File: src/hdl/ccrg_pkg.sv
/*
 * Shared constants for the core clock ratio generator: widths, port
 * indices, ratio table, reset values, timing counts and the state type.
 * Assumes a single 100 MHz design clock that stands for the core clock.
 */
`default_nettype none

package ccrg_pkg;

	// ==========================================================
	// timing
	localparam int CLK_PERIOD_NS = 10;
	localparam int NS_PER_US = 1000;
	localparam int PLL_LOCK_TIME_US = 100;
	// least time, so round up
	localparam int PLL_LOCK_CYCLES =
		(PLL_LOCK_TIME_US * NS_PER_US + CLK_PERIOD_NS - 1) / CLK_PERIOD_NS;
	localparam int LOCK_CNT_W = 16;

	// ==========================================================
	// widths
	localparam int CFG_W = 2;
	localparam int MULT_W = 4;
	localparam int RATIO_W = 16;
	localparam int LINK_FIELD_W = 2;
	localparam int NUM_LINK = 2;
	localparam int NUM_SERIAL = 2;
	localparam int SERIAL_DIV_W = 15;
	localparam int SPI_DIV_W = 8;
	localparam int IRQ_W = 3;
	localparam int FLAG_W = 12;
	localparam int NUM_PORTS = 6;

	// ==========================================================
	// divided port clock slots
	localparam int PORT_LINK0 = 0;
	localparam int PORT_SERIAL0 = 2;
	localparam int PORT_SDRAM = 4;
	localparam int PORT_SPI = 5;
	localparam int SDRAM_HALF_BIT = 0;

	// ==========================================================
	// pll multiply ratio per config pin code
	localparam logic [MULT_W-1:0] MULT_CFG_00 = 4'h2;
	localparam logic [MULT_W-1:0] MULT_CFG_01 = 4'h3;
	localparam logic [MULT_W-1:0] MULT_CFG_10 = 4'h4;
	localparam logic [MULT_W-1:0] MULT_CFG_11 = 4'h1;
	localparam logic [MULT_W-1:0] MULT_RESET = 4'h1;
	localparam logic [MULT_W-1:0] MULT_ONE = 4'h1;
	localparam logic [RATIO_W-1:0] RATIO_ONE = 16'h0001;

	// ==========================================================
	// sequencing
	typedef enum logic [1:0] {
		ST_CAPTURE = 2'b00,
		ST_LOCKING = 2'b01,
		ST_RUN = 2'b10
	} ccrg_state_type;

endpackage : ccrg_pkg

`default_nettype wire

File: src/hdl/ccrg_port_divider.sv
/*
 * One programmable port clock divider: a tick each ratio_in core cycles
 * and a level that is high for the first half of each period.
 * Assumes ratio_in is at least one and run_in stays low until lock.
 */
`timescale 1ns/1ps
`default_nettype none

module ccrg_port_divider
(
	input wire logic clk_in,
	input wire logic rst_b_in,
	input wire logic run_in,
	input wire logic [ccrg_pkg::RATIO_W-1:0] ratio_in,
	output logic tick_out,
	output logic level_out
);
	import ccrg_pkg::*;

	logic [RATIO_W-1:0] cnt_ff;
	logic [RATIO_W-1:0] nxt_cnt;
	logic [RATIO_W-1:0] half;
	logic tick_ff;
	logic level_ff;

	// ==========================================================
	// period counter
	always_comb
	begin
		half = (ratio_in + RATIO_ONE) >> 1;
		// a shrinking ratio must not strand the count above the limit
		if (!run_in)
			nxt_cnt = '0;
		else if (cnt_ff >= ratio_in - RATIO_ONE)
			nxt_cnt = '0;
		else
			nxt_cnt = cnt_ff + RATIO_ONE;
	end

	always_ff @(posedge clk_in or negedge rst_b_in)
	begin
		if (!rst_b_in)
			cnt_ff <= '0;
		else
			cnt_ff <= nxt_cnt;
	end

	// ==========================================================
	// outputs held low while stopped, so no runt pulse escapes
	always_ff @(posedge clk_in or negedge rst_b_in)
	begin
		if (!rst_b_in)
		begin
			tick_ff <= 1'b0;
			level_ff <= 1'b0;
		end
		else
		begin
			tick_ff <= run_in && (cnt_ff == '0);
			level_ff <= run_in && (cnt_ff < half);
		end
	end

	assign tick_out = tick_ff;
	assign level_out = level_ff;

endmodule : ccrg_port_divider

`default_nettype wire

File: src/hdl/ccrg_core_clock_gen.sv
/*
 * Core clock ratio generation: captures the ratio straps at reset, waits
 * for pll lock, then makes system clock, port clocks and pin timing.
 * Assumes clk_in is the core clock; slower clocks are enable pulses.
 */
// What this block does
// - core to input ratios 1, 2, 3, 4, 6 and 8 are supported.
// - ratio straps are set by the board and taken at the first edge after reset release.
// - doubler strap low doubles system and pll input clock.
// - core clock is pll input clock times strap multiply ratio.
// - system clock output clocks the external port from pll input.
// - core clock times memory, core, link, serial and async strobes.
// - each serial and link port divides core clock by its setting plus one.
// - link clock period is core period times 1 to 4 by field.
// - serial clock period is core period times wide divider setting plus one.
// - sdram clock period is core period or twice by control bit.
// - spi clock period is core period times wide spi setting plus one.
// - shared bus arbitration resynchronises alone after reset.
// - interrupt meeting setup at system clock edge seen next cycle.
// - flag input sampled in cycle N steers conditions in N+2.
// - flag and timer outputs change only at system clock edges.
`timescale 1ns/1ps
`default_nettype none

module ccrg_core_clock_gen
#(
	parameter int LOCK_CYCLES = ccrg_pkg::PLL_LOCK_CYCLES
)
(
	input wire logic clk_in,
	input wire logic rst_b_in,
	input wire logic input_doubler_select_in,
	input wire logic [ccrg_pkg::CFG_W-1:0] pll_ratio_config_pins_in,
	input wire logic [ccrg_pkg::NUM_LINK*ccrg_pkg::LINK_FIELD_W-1:0]
		link_port_divide_field_in,
	input wire logic [ccrg_pkg::NUM_SERIAL*ccrg_pkg::SERIAL_DIV_W-1:0]
		serial_clock_divide_setting_in,
	input wire logic sdram_control_register_in,
	input wire logic [ccrg_pkg::SPI_DIV_W-1:0] spi_control_register_in,
	input wire logic [ccrg_pkg::IRQ_W-1:0] external_interrupt_inputs_b_in,
	input wire logic [ccrg_pkg::FLAG_W-1:0] general_purpose_flag_pins_in,
	input wire logic [ccrg_pkg::FLAG_W-1:0] flag_drive_value_in,
	input wire logic [ccrg_pkg::FLAG_W-1:0] flag_drive_enable_in,
	input wire logic timer_expired_in,
	output logic pll_locked_out,
	output logic core_clock_en_out,
	output logic pll_input_clock_tick_out,
	output logic external_port_system_clock_out,
	output logic input_reference_clock_tick_out,
	output logic [ccrg_pkg::MULT_W-1:0] core_to_input_ratio_out,
	output logic [ccrg_pkg::NUM_PORTS-1:0] port_clock_tick_out,
	output logic [ccrg_pkg::NUM_PORTS-1:0] port_clock_level_out,
	output logic [ccrg_pkg::IRQ_W-1:0] interrupt_request_out,
	output logic [ccrg_pkg::FLAG_W-1:0] flag_condition_out,
	output logic [ccrg_pkg::FLAG_W-1:0] general_purpose_flag_pins_out,
	output logic [ccrg_pkg::FLAG_W-1:0] general_purpose_flag_pins_oe_out,
	output logic timer_expired_output_out
);
	import ccrg_pkg::*;

	localparam logic [LOCK_CNT_W-1:0] LOCK_LAST =
		LOCK_CNT_W'(LOCK_CYCLES - 1);

	// ==========================================================
	// helpers
	function automatic logic [MULT_W-1:0] ccrg_mult_of(
		input logic [CFG_W-1:0] cfg);
		logic [MULT_W-1:0] m;
		case (cfg)
			2'h0: m = MULT_CFG_00;
			2'h1: m = MULT_CFG_01;
			2'h2: m = MULT_CFG_10;
			default: m = MULT_CFG_11;
		endcase
		return m;
	endfunction : ccrg_mult_of

	function automatic logic [MULT_W-1:0] ccrg_ratio_of(
		input logic [CFG_W-1:0] cfg,
		input logic doubled);
		logic [MULT_W-1:0] m;
		m = ccrg_mult_of(cfg);
		return doubled ? {m[MULT_W-2:0], 1'b0} : m;
	endfunction : ccrg_ratio_of

	ccrg_state_type state_ff;
	ccrg_state_type nxt_state;
	logic [LOCK_CNT_W-1:0] lock_cnt_ff;
	logic [MULT_W-1:0] mult_ff;
	logic dbl_ff;
	logic [MULT_W-1:0] ratio_ff;
	logic running;
	logic [MULT_W-1:0] sys_cnt_ff;
	logic [MULT_W-1:0] sys_half;
	logic sys_tick;
	logic sys_tick_ff;
	logic sys_clk_ff;
	logic ref_phase_ff;
	logic ref_tick_ff;
	logic [IRQ_W-1:0] irq_ff;
	logic [FLAG_W-1:0] flag_s1_ff;
	logic [FLAG_W-1:0] flag_cond_ff;
	logic [FLAG_W-1:0] flag_out_ff;
	logic [FLAG_W-1:0] flag_oe_ff;
	logic timer_ff;
	logic [RATIO_W-1:0] ratio_vec [NUM_PORTS];

	// ==========================================================
	// reset, strap capture and lock sequencing
	always_comb
	begin
		nxt_state = state_ff;
		case (state_ff)
			ST_CAPTURE: nxt_state = ST_LOCKING;
			ST_LOCKING:
				if (lock_cnt_ff == LOCK_LAST)
					nxt_state = ST_RUN;
			ST_RUN: nxt_state = ST_RUN;
			default: nxt_state = ST_CAPTURE;
		endcase
	end

	always_ff @(posedge clk_in or negedge rst_b_in)
	begin
		if (!rst_b_in)
			state_ff <= ST_CAPTURE;
		else
			state_ff <= nxt_state;
	end

	// lock time counted from reset release as a stand-in for the pll
	always_ff @(posedge clk_in or negedge rst_b_in)
	begin
		if (!rst_b_in)
			lock_cnt_ff <= '0;
		else if (state_ff == ST_LOCKING)
			lock_cnt_ff <= lock_cnt_ff + 16'h0001;
	end

	// straps caught at the first edge after release, then frozen
	always_ff @(posedge clk_in or negedge rst_b_in)
	begin
		if (!rst_b_in)
		begin
			mult_ff <= MULT_RESET;
			dbl_ff <= 1'b0;
			ratio_ff <= MULT_RESET;
		end
		else if (state_ff == ST_CAPTURE)
		begin
			mult_ff <= ccrg_mult_of(pll_ratio_config_pins_in);
			dbl_ff <= !input_doubler_select_in;
			ratio_ff <= ccrg_ratio_of(pll_ratio_config_pins_in,
				!input_doubler_select_in);
		end
	end

	assign running = (state_ff == ST_RUN);
	assign pll_locked_out = running;
	// core enable paces memory, core, ports and async strobes
	assign core_clock_en_out = running;
	assign core_to_input_ratio_out = ratio_ff;

	// ==========================================================
	// system clock and pll input clock, one and the same
	// phase starts fresh at release, so shared bus arbiters line up alone
	always_ff @(posedge clk_in or negedge rst_b_in)
	begin
		if (!rst_b_in)
			sys_cnt_ff <= '0;
		else if (!running || sys_cnt_ff == mult_ff - MULT_ONE)
			sys_cnt_ff <= '0;
		else
			sys_cnt_ff <= sys_cnt_ff + MULT_ONE;
	end

	assign sys_half = (mult_ff + MULT_ONE) >> 1;
	assign sys_tick = running && (sys_cnt_ff == '0);

	always_ff @(posedge clk_in or negedge rst_b_in)
	begin
		if (!rst_b_in)
		begin
			sys_tick_ff <= 1'b0;
			sys_clk_ff <= 1'b0;
		end
		else
		begin
			sys_tick_ff <= sys_tick;
			sys_clk_ff <= running && (sys_cnt_ff < sys_half);
		end
	end

	// doubled mode: two pll input periods per reference period
	always_ff @(posedge clk_in or negedge rst_b_in)
	begin
		if (!rst_b_in)
		begin
			ref_phase_ff <= 1'b0;
			ref_tick_ff <= 1'b0;
		end
		else
		begin
			if (sys_tick && dbl_ff)
				ref_phase_ff <= !ref_phase_ff;
			ref_tick_ff <= sys_tick && (!dbl_ff || !ref_phase_ff);
		end
	end

	assign pll_input_clock_tick_out = sys_tick_ff;
	assign external_port_system_clock_out = sys_clk_ff;
	assign input_reference_clock_tick_out = ref_tick_ff;

	// ==========================================================
	// per-port divided clocks
	always_comb
	begin
		for (int i = 0; i < NUM_LINK; i++)
			ratio_vec[PORT_LINK0 + i] = RATIO_ONE + RATIO_W'(
				link_port_divide_field_in[i*LINK_FIELD_W +: LINK_FIELD_W]
			);
		for (int i = 0; i < NUM_SERIAL; i++)
			ratio_vec[PORT_SERIAL0 + i] = RATIO_ONE + RATIO_W'(
				serial_clock_divide_setting_in[i*SERIAL_DIV_W +: SERIAL_DIV_W]
			);
		ratio_vec[PORT_SDRAM] = RATIO_ONE +
			RATIO_W'(sdram_control_register_in);
		ratio_vec[PORT_SPI] = RATIO_ONE +
			RATIO_W'(spi_control_register_in);
	end

	for (genvar p = 0; p < NUM_PORTS; p++)
	begin : g_port
		ccrg_port_divider u_div
		(
			.clk_in(clk_in),
			.rst_b_in(rst_b_in),
			.run_in(running),
			.ratio_in(ratio_vec[p]),
			.tick_out(port_clock_tick_out[p]),
			.level_out(port_clock_level_out[p])
		);
	end

	// ==========================================================
	// pin timing against the system clock
	// a short interrupt between two edges is missed by design
	always_ff @(posedge clk_in or negedge rst_b_in)
	begin
		if (!rst_b_in)
			irq_ff <= '0;
		else if (sys_tick)
			irq_ff <= ~external_interrupt_inputs_b_in;
	end

	always_ff @(posedge clk_in or negedge rst_b_in)
	begin
		if (!rst_b_in)
		begin
			flag_s1_ff <= '0;
			flag_cond_ff <= '0;
		end
		else if (core_clock_en_out)
		begin
			flag_s1_ff <= general_purpose_flag_pins_in;
			flag_cond_ff <= flag_s1_ff;
		end
	end

	always_ff @(posedge clk_in or negedge rst_b_in)
	begin
		if (!rst_b_in)
		begin
			flag_out_ff <= '0;
			flag_oe_ff <= '0;
			timer_ff <= 1'b0;
		end
		else if (sys_tick)
		begin
			flag_out_ff <= flag_drive_value_in;
			flag_oe_ff <= flag_drive_enable_in;
			timer_ff <= timer_expired_in;
		end
	end

	assign interrupt_request_out = irq_ff;
	assign flag_condition_out = flag_cond_ff;
	assign general_purpose_flag_pins_out = flag_out_ff;
	assign general_purpose_flag_pins_oe_out = flag_oe_ff;
	assign timer_expired_output_out = timer_ff;

	// ==========================================================
	// checks
	logic [RATIO_W-1:0] gap_ff [NUM_PORTS];
	logic [RATIO_W-1:0] prev_ff [NUM_PORTS];
	logic [NUM_PORTS-1:0] seen_ff;
	logic [MULT_W-1:0] sys_gap_ff;
	logic sys_seen_ff;

	// cycles since the last tick; seen flag cleared whenever the ratio moves
	always_ff @(posedge clk_in or negedge rst_b_in)
	begin
		if (!rst_b_in)
		begin
			seen_ff <= '0;
			sys_seen_ff <= 1'b0;
			sys_gap_ff <= '0;
			for (int p = 0; p < NUM_PORTS; p++)
			begin
				gap_ff[p] <= '0;
				prev_ff[p] <= '0;
			end
		end
		else
		begin
			sys_gap_ff <= sys_tick_ff ? '0 : sys_gap_ff + MULT_ONE;
			if (sys_tick_ff)
				sys_seen_ff <= 1'b1;
			for (int p = 0; p < NUM_PORTS; p++)
			begin
				prev_ff[p] <= ratio_vec[p];
				if (ratio_vec[p] != prev_ff[p])
					seen_ff[p] <= 1'b0;
				else if (port_clock_tick_out[p])
					seen_ff[p] <= 1'b1;
				gap_ff[p] <= port_clock_tick_out[p] ? '0 : gap_ff[p] + RATIO_ONE;
			end
		end
	end
endmodule : ccrg_core_clock_gen

`default_nettype wire

File: config.mk
export PLATFORM = sky130hd
export DESIGN_NAME = ccrg_core_clock_gen
export DESIGN_NICKNAME = d
export VERILOG_FILES = /design/src/hdl/ccrg_pkg.sv /design/src/hdl/ccrg_port_divider.sv /design/src/hdl/ccrg_core_clock_gen.sv
export SDC_FILE = /design/constraint.sdc
export NUM_CORES = 1
export LEC_CHECK = 0
export BUFFER_PORTS_ARGS = -buffer_cell sky130_fd_sc_hd__buf_4
export CAP_MARGIN = 20
export CORE_ASPECT_RATIO = 0.7
export CORE_MARGIN = 2
export CORE_UTILIZATION = 55
export CTS_BUF_LIST = sky130_fd_sc_hd__clkbuf_16
export CTS_CLUSTER_SIZE = 16
export DETAILED_ROUTE_END_ITERATION = 16
export PLACE_DENSITY = 0.88
export SKIP_CTS_REPAIR_TIMING = 1
export SYNTH_ARGS = -nofsm -noshare
export SYNTH_HDL_FRONTEND = slang
export SYNTH_SLANG_ARGS = --single-unit
File: constraint.sdc
create_clock -name clk_in -period 6.7 [get_ports clk_in]
set_input_delay 0.335 -clock clk_in [delete_from_list [all_inputs] [get_ports clk_in]]
set_output_delay 0.335 -clock clk_in [all_outputs]
set_load 0.03 [all_outputs]
Word level (Yosys, flattened, before mapping)
Cells that the tools add are included.

Input port bits: 88. Output and inout bits: 61. Register bits after elaboration: 195.

Order comparisons: 13. $add $sub $neg: 28. Reductions and logical operators: 31. Muxes and demuxes: 17. Bitwise logic cells: 1. Eq/ne operators: 7.

Operators with widths (count): 16-bit 2-to-1 mux (12); 16-bit by 1-bit adder with 16-bit output, second input constant (9); 16-bit greater-or-equal comparator (6); 16-bit zero test (6); 16-bit by 15-bit < comparator with 1-bit output (6); 1-bit by 15-bit adder with 16-bit output, first input constant (2); 16-bit by 1-bit subtractor with 16-bit output, second input constant (2); 16-bit by 14-bit == test with 1-bit output, second input constant (1); 1-bit logical AND (16); 9-bit by 1-bit adder with 10-bit output, second input constant (1); 9-bit by 1-bit subtractor with 10-bit output, second input constant (1); 1-bit by 8-bit adder with 9-bit output, first input constant (1); 3-bit one-hot mux with 3 select lines (1); 3-bit by 1-bit adder with 4-bit output, second input constant (2); 4-bit by 1-bit adder with 4-bit output, second input constant (2); 4-bit 2-to-1 mux (2); 3-bit by 1-bit subtractor with 4-bit output, second input constant (2); 1-bit by 2-bit adder with 3-bit output, first input constant (2); 2-bit one-hot mux with 3 select lines (1); 2-bit by 1-bit == test with 1-bit output, second input constant (2); 2-bit == test, second input constant (2); 4-bit == test (1); 1-bit zero test (4); 2-bit zero test (2); 10 further kinds (11).

Longest topological paths before layout
Depth in word-level cells: 5. Gate-level depth with buffers: 17. Gate-level depth less buffers: 16.

Cells and area by module
Synthesis repeated with hierarchy kept, for this count alone.

Cells, all modules: 1840. Area, all modules: 16419.5 um^2.

Modules (own cells, without submodules): ccrg_port_divider (g_port[0].u_div ...) (cells an instance 239, times used 3, area each 2018.2 um^2, sequential area each 450.4 um^2); ccrg_core_clock_gen (cells an instance 404, times used 1, area each 4184.0 um^2, sequential area each 2154.6 um^2); ccrg_port_divider (g_port[5].u_div) (cells an instance 239, times used 1, area each 2127.0 um^2, sequential area each 450.4 um^2); ccrg_port_divider (g_port[3].u_div) (cells an instance 245, times used 1, area each 2059.5 um^2, sequential area each 450.4 um^2); ccrg_port_divider (g_port[2].u_div) (cells an instance 235, times used 1, area each 1994.4 um^2, sequential area each 450.4 um^2).

Worst setup path before layout
OpenSTA, ideal clock, no wires.

Path kind: input-to-reg. Start: input port serial_clock_divide_setting_in[0] (netlist name). End: register g_port[2].u_div.cnt_ff[10]. Path slack: 3.001 ns. Library setup time: 0.072 ns. Arrival time: 3.626 ns. Data required time: 6.628 ns. Path buffers: 1. Cell stages on the path: 16. Path through: ha_1 > or3_4 > a311oi_4 > nand2_2 > nor3_2 > mux2i_1 > a21oi_2 > xnor2_1 > ha_1 > a21o_1 > a21o_1 > a21oi_1 > o211ai_1 > a2111o_1 > clkbuf_1 > nor2_1.

Longest elaborated chain between the ends: 5.

Ends and longest elaborated chain: start: declaration (line ccrg_core_clock_gen.sv:37) `serial_clock_divide_setting_in,`; 1-bit by 15-bit adder with 16-bit output (line ccrg_core_clock_gen.sv:223) `ratio_vec[PORT_SERIAL0 + i] = RATIO_ONE + RATIO_W'(`; 16-bit by 1-bit subtractor with 16-bit output (line ccrg_port_divider.sv:34) `else if (cnt_ff >= ratio_in - RATIO_ONE)`; 16-bit greater-or-equal comparator (line ccrg_port_divider.sv:34); 16-bit 2-to-1 mux (line ccrg_port_divider.sv:34); 16-bit 2-to-1 mux (line ccrg_port_divider.sv:32) `if (!run_in)`; net g_port[2].u_div.nxt_cnt[10] (line ccrg_port_divider.sv:21) `logic [RATIO_W-1:0] nxt_cnt;`; end signal: assignment (line ccrg_port_divider.sv:45) `cnt_ff <= nxt_cnt;`; end: declaration (line ccrg_port_divider.sv:20) `logic [RATIO_W-1:0] cnt_ff;`.

The timed path passes the listed nets, and every way through them passes these cells. A chain may end at the register's enable or synchronous reset.

Worst setup path in the final report
Start: input port serial_clock_divide_setting_in[0] (netlist name). End: register g_port[2].u_div.cnt_ff[9].

The elaborated chain is that of the path after synthesis.

==> impl_metrics.yaml <==
outcome:
  status: "finished, violations left"
  violations: "negative hold slack"
final_layout:
  antenna_cells: 0
  nNetsFinal: 1795
  drive_gt1_share_pct: 15.7
  final_cell_mix: "192 x dfrtp_1, 155 x nand2_1, 152 x buf_4"
  fin_util_pct: 64.3
  syn_to_final_growth_pct: 14.7
  fin_cells: 1889
  layout_commonest_cell: "dfrtp_1"
floorplan:
  dieArea_mm2: 0.0254
  coreArea_mm2: 0.0236
  die_h_um: 134
  pin_count: 149
  start_util_pct: 56.1
  die_w_um: 190
  placement_rows: 47
worst_setup_path:
  startpoint_type: "input port"
  end_kind: "flop"
  critical_path.max_fanout: 16
  critPathRequiredTime_ps: 7050
  ff2ff_setup_slack_ps: 3960
  criticalPathCategory: "in2reg"
  cp.arrival_ps: 4130
synthesis:
  synthArstFlopShare_pct: 100
  synthTopCellsByArea: "dfrtp_1 36%, ha_1 14%, xnor2_1 5.7%"
  synthAdderAreaFrac_pct: 14.1
  synth_top_area_share_pct: 36.2
  synth_edf_count: 0
  ys_seq_elements: 194
  syn-instance-count: 1411
  synth_warnings: 0
  synth_top_family_by_area: "simple AND/OR/NAND/NOR gates"
  yosys-mux-area-fraction_pct: 2.90
  synth_area_mm2: 0.0133
  ys.flop_type: "dfrtp_1"
  yosys.area_share.simple_pct: 21.2
  synth_cell_types: 78
  syn-mean-instance-area_um2: 9.39
  synth-xor-area-share_pct: 12.1
  ys_seq_area_share_pct: 36.6
  synth_area_leader_cell: "dfrtp_1"
  synth_compound_area_share_pct: 9.01
clock_network:
  clk_latency_ps: 430
  cts_buffer_depth: 2
  tritoncts: "built"
  cts_made_buffers: 17
  cts_root_buffer: "clkbuf_16"
  htreeDepth: 4
  clkTransAtPathRegs_ps: 70
  clock-sinks: 194
global_routing:
  grtUsageMet1_pct: 32.9
  grt_use_total_pct: 22.8
  grt_pass1_wl_um: 48300
  grt_overflow: 0
  grt_pass1_vias: 10200
  use_met3_pct: 3.98
  use_met2_pct: 36.6
  antenna_found_initial: 0
  grt-busiest-layer: "met2"
  grt_max_degree: 112
timing:
  min_period_ps: 3780
  worst_pin_slew_ps: 927
  setup_tns_ps: 0
  finalHoldViolCount: 10
  max_slew_margin_pct: 38.2
  postLayoutSetupSlackWorst_ps: 2920
  finalHoldWorstSlack_ps: -16.8
  setup_viol: 0
  fin_crit_sh_pct: 56.5
  finClkSkew_ps: 9.96
  drv_slew: 0
  clock.fmax_mhz: 264
  grt_setup_unrepaired: "false"
drt:
  routedWlPerCell_um: 14.9
  first_iter_violations: 734
  drc: 0
  wl_um: 28100
  vias_per_cell: 5.56
  vias: 10500
  dr.pass1.iters: 5
  ant_nets: 0
flow_run:
  maxCapViolations: 0
placement:
  dp_hpwl_um: 20800
  placed_cells: 1855
  place.gp.congestion: 0.899
  port-buffer-count: 148
  place_ws_ps: 2490
power:
  power_leakage_nw: 7.24
  ir_drop_mv: 0.183
  p_per_area_mw_per_mm2: 161
min_path:
  min_path_type: "in2async"
## metal layers
layer	vias up	wire length [µm]
met5	-	0
met4	0	314
met3	32	1300
met2	258	12700
met1	5045	13700
li1	5159	-
## registers in the layout, summed over array words and instances (netlist names)
register / count
g_port.u_div.cnt_ff: 96
lock_cnt_ff: 16
flag_condition_out: 12
flag_s1_ff: 12
general_purpose_flag_pins_oe_out: 12
general_purpose_flag_pins_out: 12
g_port.u_div.level_out: 6
g_port.u_div.tick_out: 6
core_to_input_ratio_out: 4
sys_cnt_ff: 4
interrupt_request_out: 3
mult_ff: 3
state_ff: 2
dbl_ff: 1
external_port_system_clock_out: 1
input_reference_clock_tick_out: 1
pll_input_clock_tick_out: 1
ref_phase_ff: 1
timer_expired_output_out: 1
## kinds of logic (layout without fill, tap and decap cells)
logic type,Yosys count,after routing
xor gates and xnor gates,178,178
DFF,194,194
adders and majority gates,149,149
and+or+nand+nor,560,560
muxes,35,35
other,2,34
AOI/OAI and AO/OA,178,178
buffers and inverters,115,243
## cells in the mapped netlist (11+ instances only)
master / n
dfrtp_1: 192
nand2_1: 155
ha_1: 149
nor2_1: 143
xnor2_1: 87
xor2_1: 87
nand3_1: 71
inv_1: 54
a21oi_1: 44
nand4_1: 37
a21o_1: 36
o21ai_0: 34
mux2_2: 27
nor3_1: 24
nor4_1: 24
clkbuf_1: 23
and3_1: 22
buf_4: 15
and2_1: 13
buf_2: 12
and4_1: 11
## critical path, stage by stage
cell and delay (ps):
buf_4 150, ha_1 300, or3_4 370, a311oi_4 370
nand2_2 130, nor3_2 220, mux2i_1 240, a21oi_2 50
xnor2_1 120, ha_1 290, a21o_1 160, a21o_1 170
a21oi_1 220, o211ai_1 150, a2111o_1 660, nor2_1 190
## report_power, final
| group | leakage, nW | switching [mW] | internal, mW |
|---|---|---|---|
| logic | 4.45 | 0.150 | 0.111 |
| clock network | 0.282 | 0.481 | 0.525 |
| registers | 2.50 | 0.00348 | 1.18 |
## layout make-up
type	instances	area (µm²)
repair buffers	154	1180
well taps	318	398
flip-flops and latches	194	4860
clock buffers	17	425
multi-input cells	1134	7990
fillers	1898	8430
inverters	57	214
clock inverters	15	146
## path summary, 6_finish.rpt
kind,from,end,depth (start not counted)
max in group asynchronous,rst_b_in,g_port[4].u_div.tick_out,3
max reg2reg,state_ff[0],g_port[4].u_div.cnt_ff[2],8
min reg2reg,lock_cnt_ff[10],lock_cnt_ff[10],1
max,serial_clock_divide_setting_in[0],g_port[2].u_div.cnt_ff[9],16
min,rst_b_in,interrupt_request_out[0],1
min in group clk_in,external_interrupt_inputs_b_in[2],interrupt_request_out[2],2
## through the flow
step | hold slack, ps | cell area [µm²] | power, mW
floorplan | 39.4 | 13400 | 1.36
global placement | 444 | 14600 | 1.45
detailed placement | 456 | 14600 | 1.46
CTS | 65.3 | 15200 | 2.48
global route | 67.9 | 15200 | 2.56
finish | -16.8 | 15200 | 2.45
(Power assumes the default switching activity.)
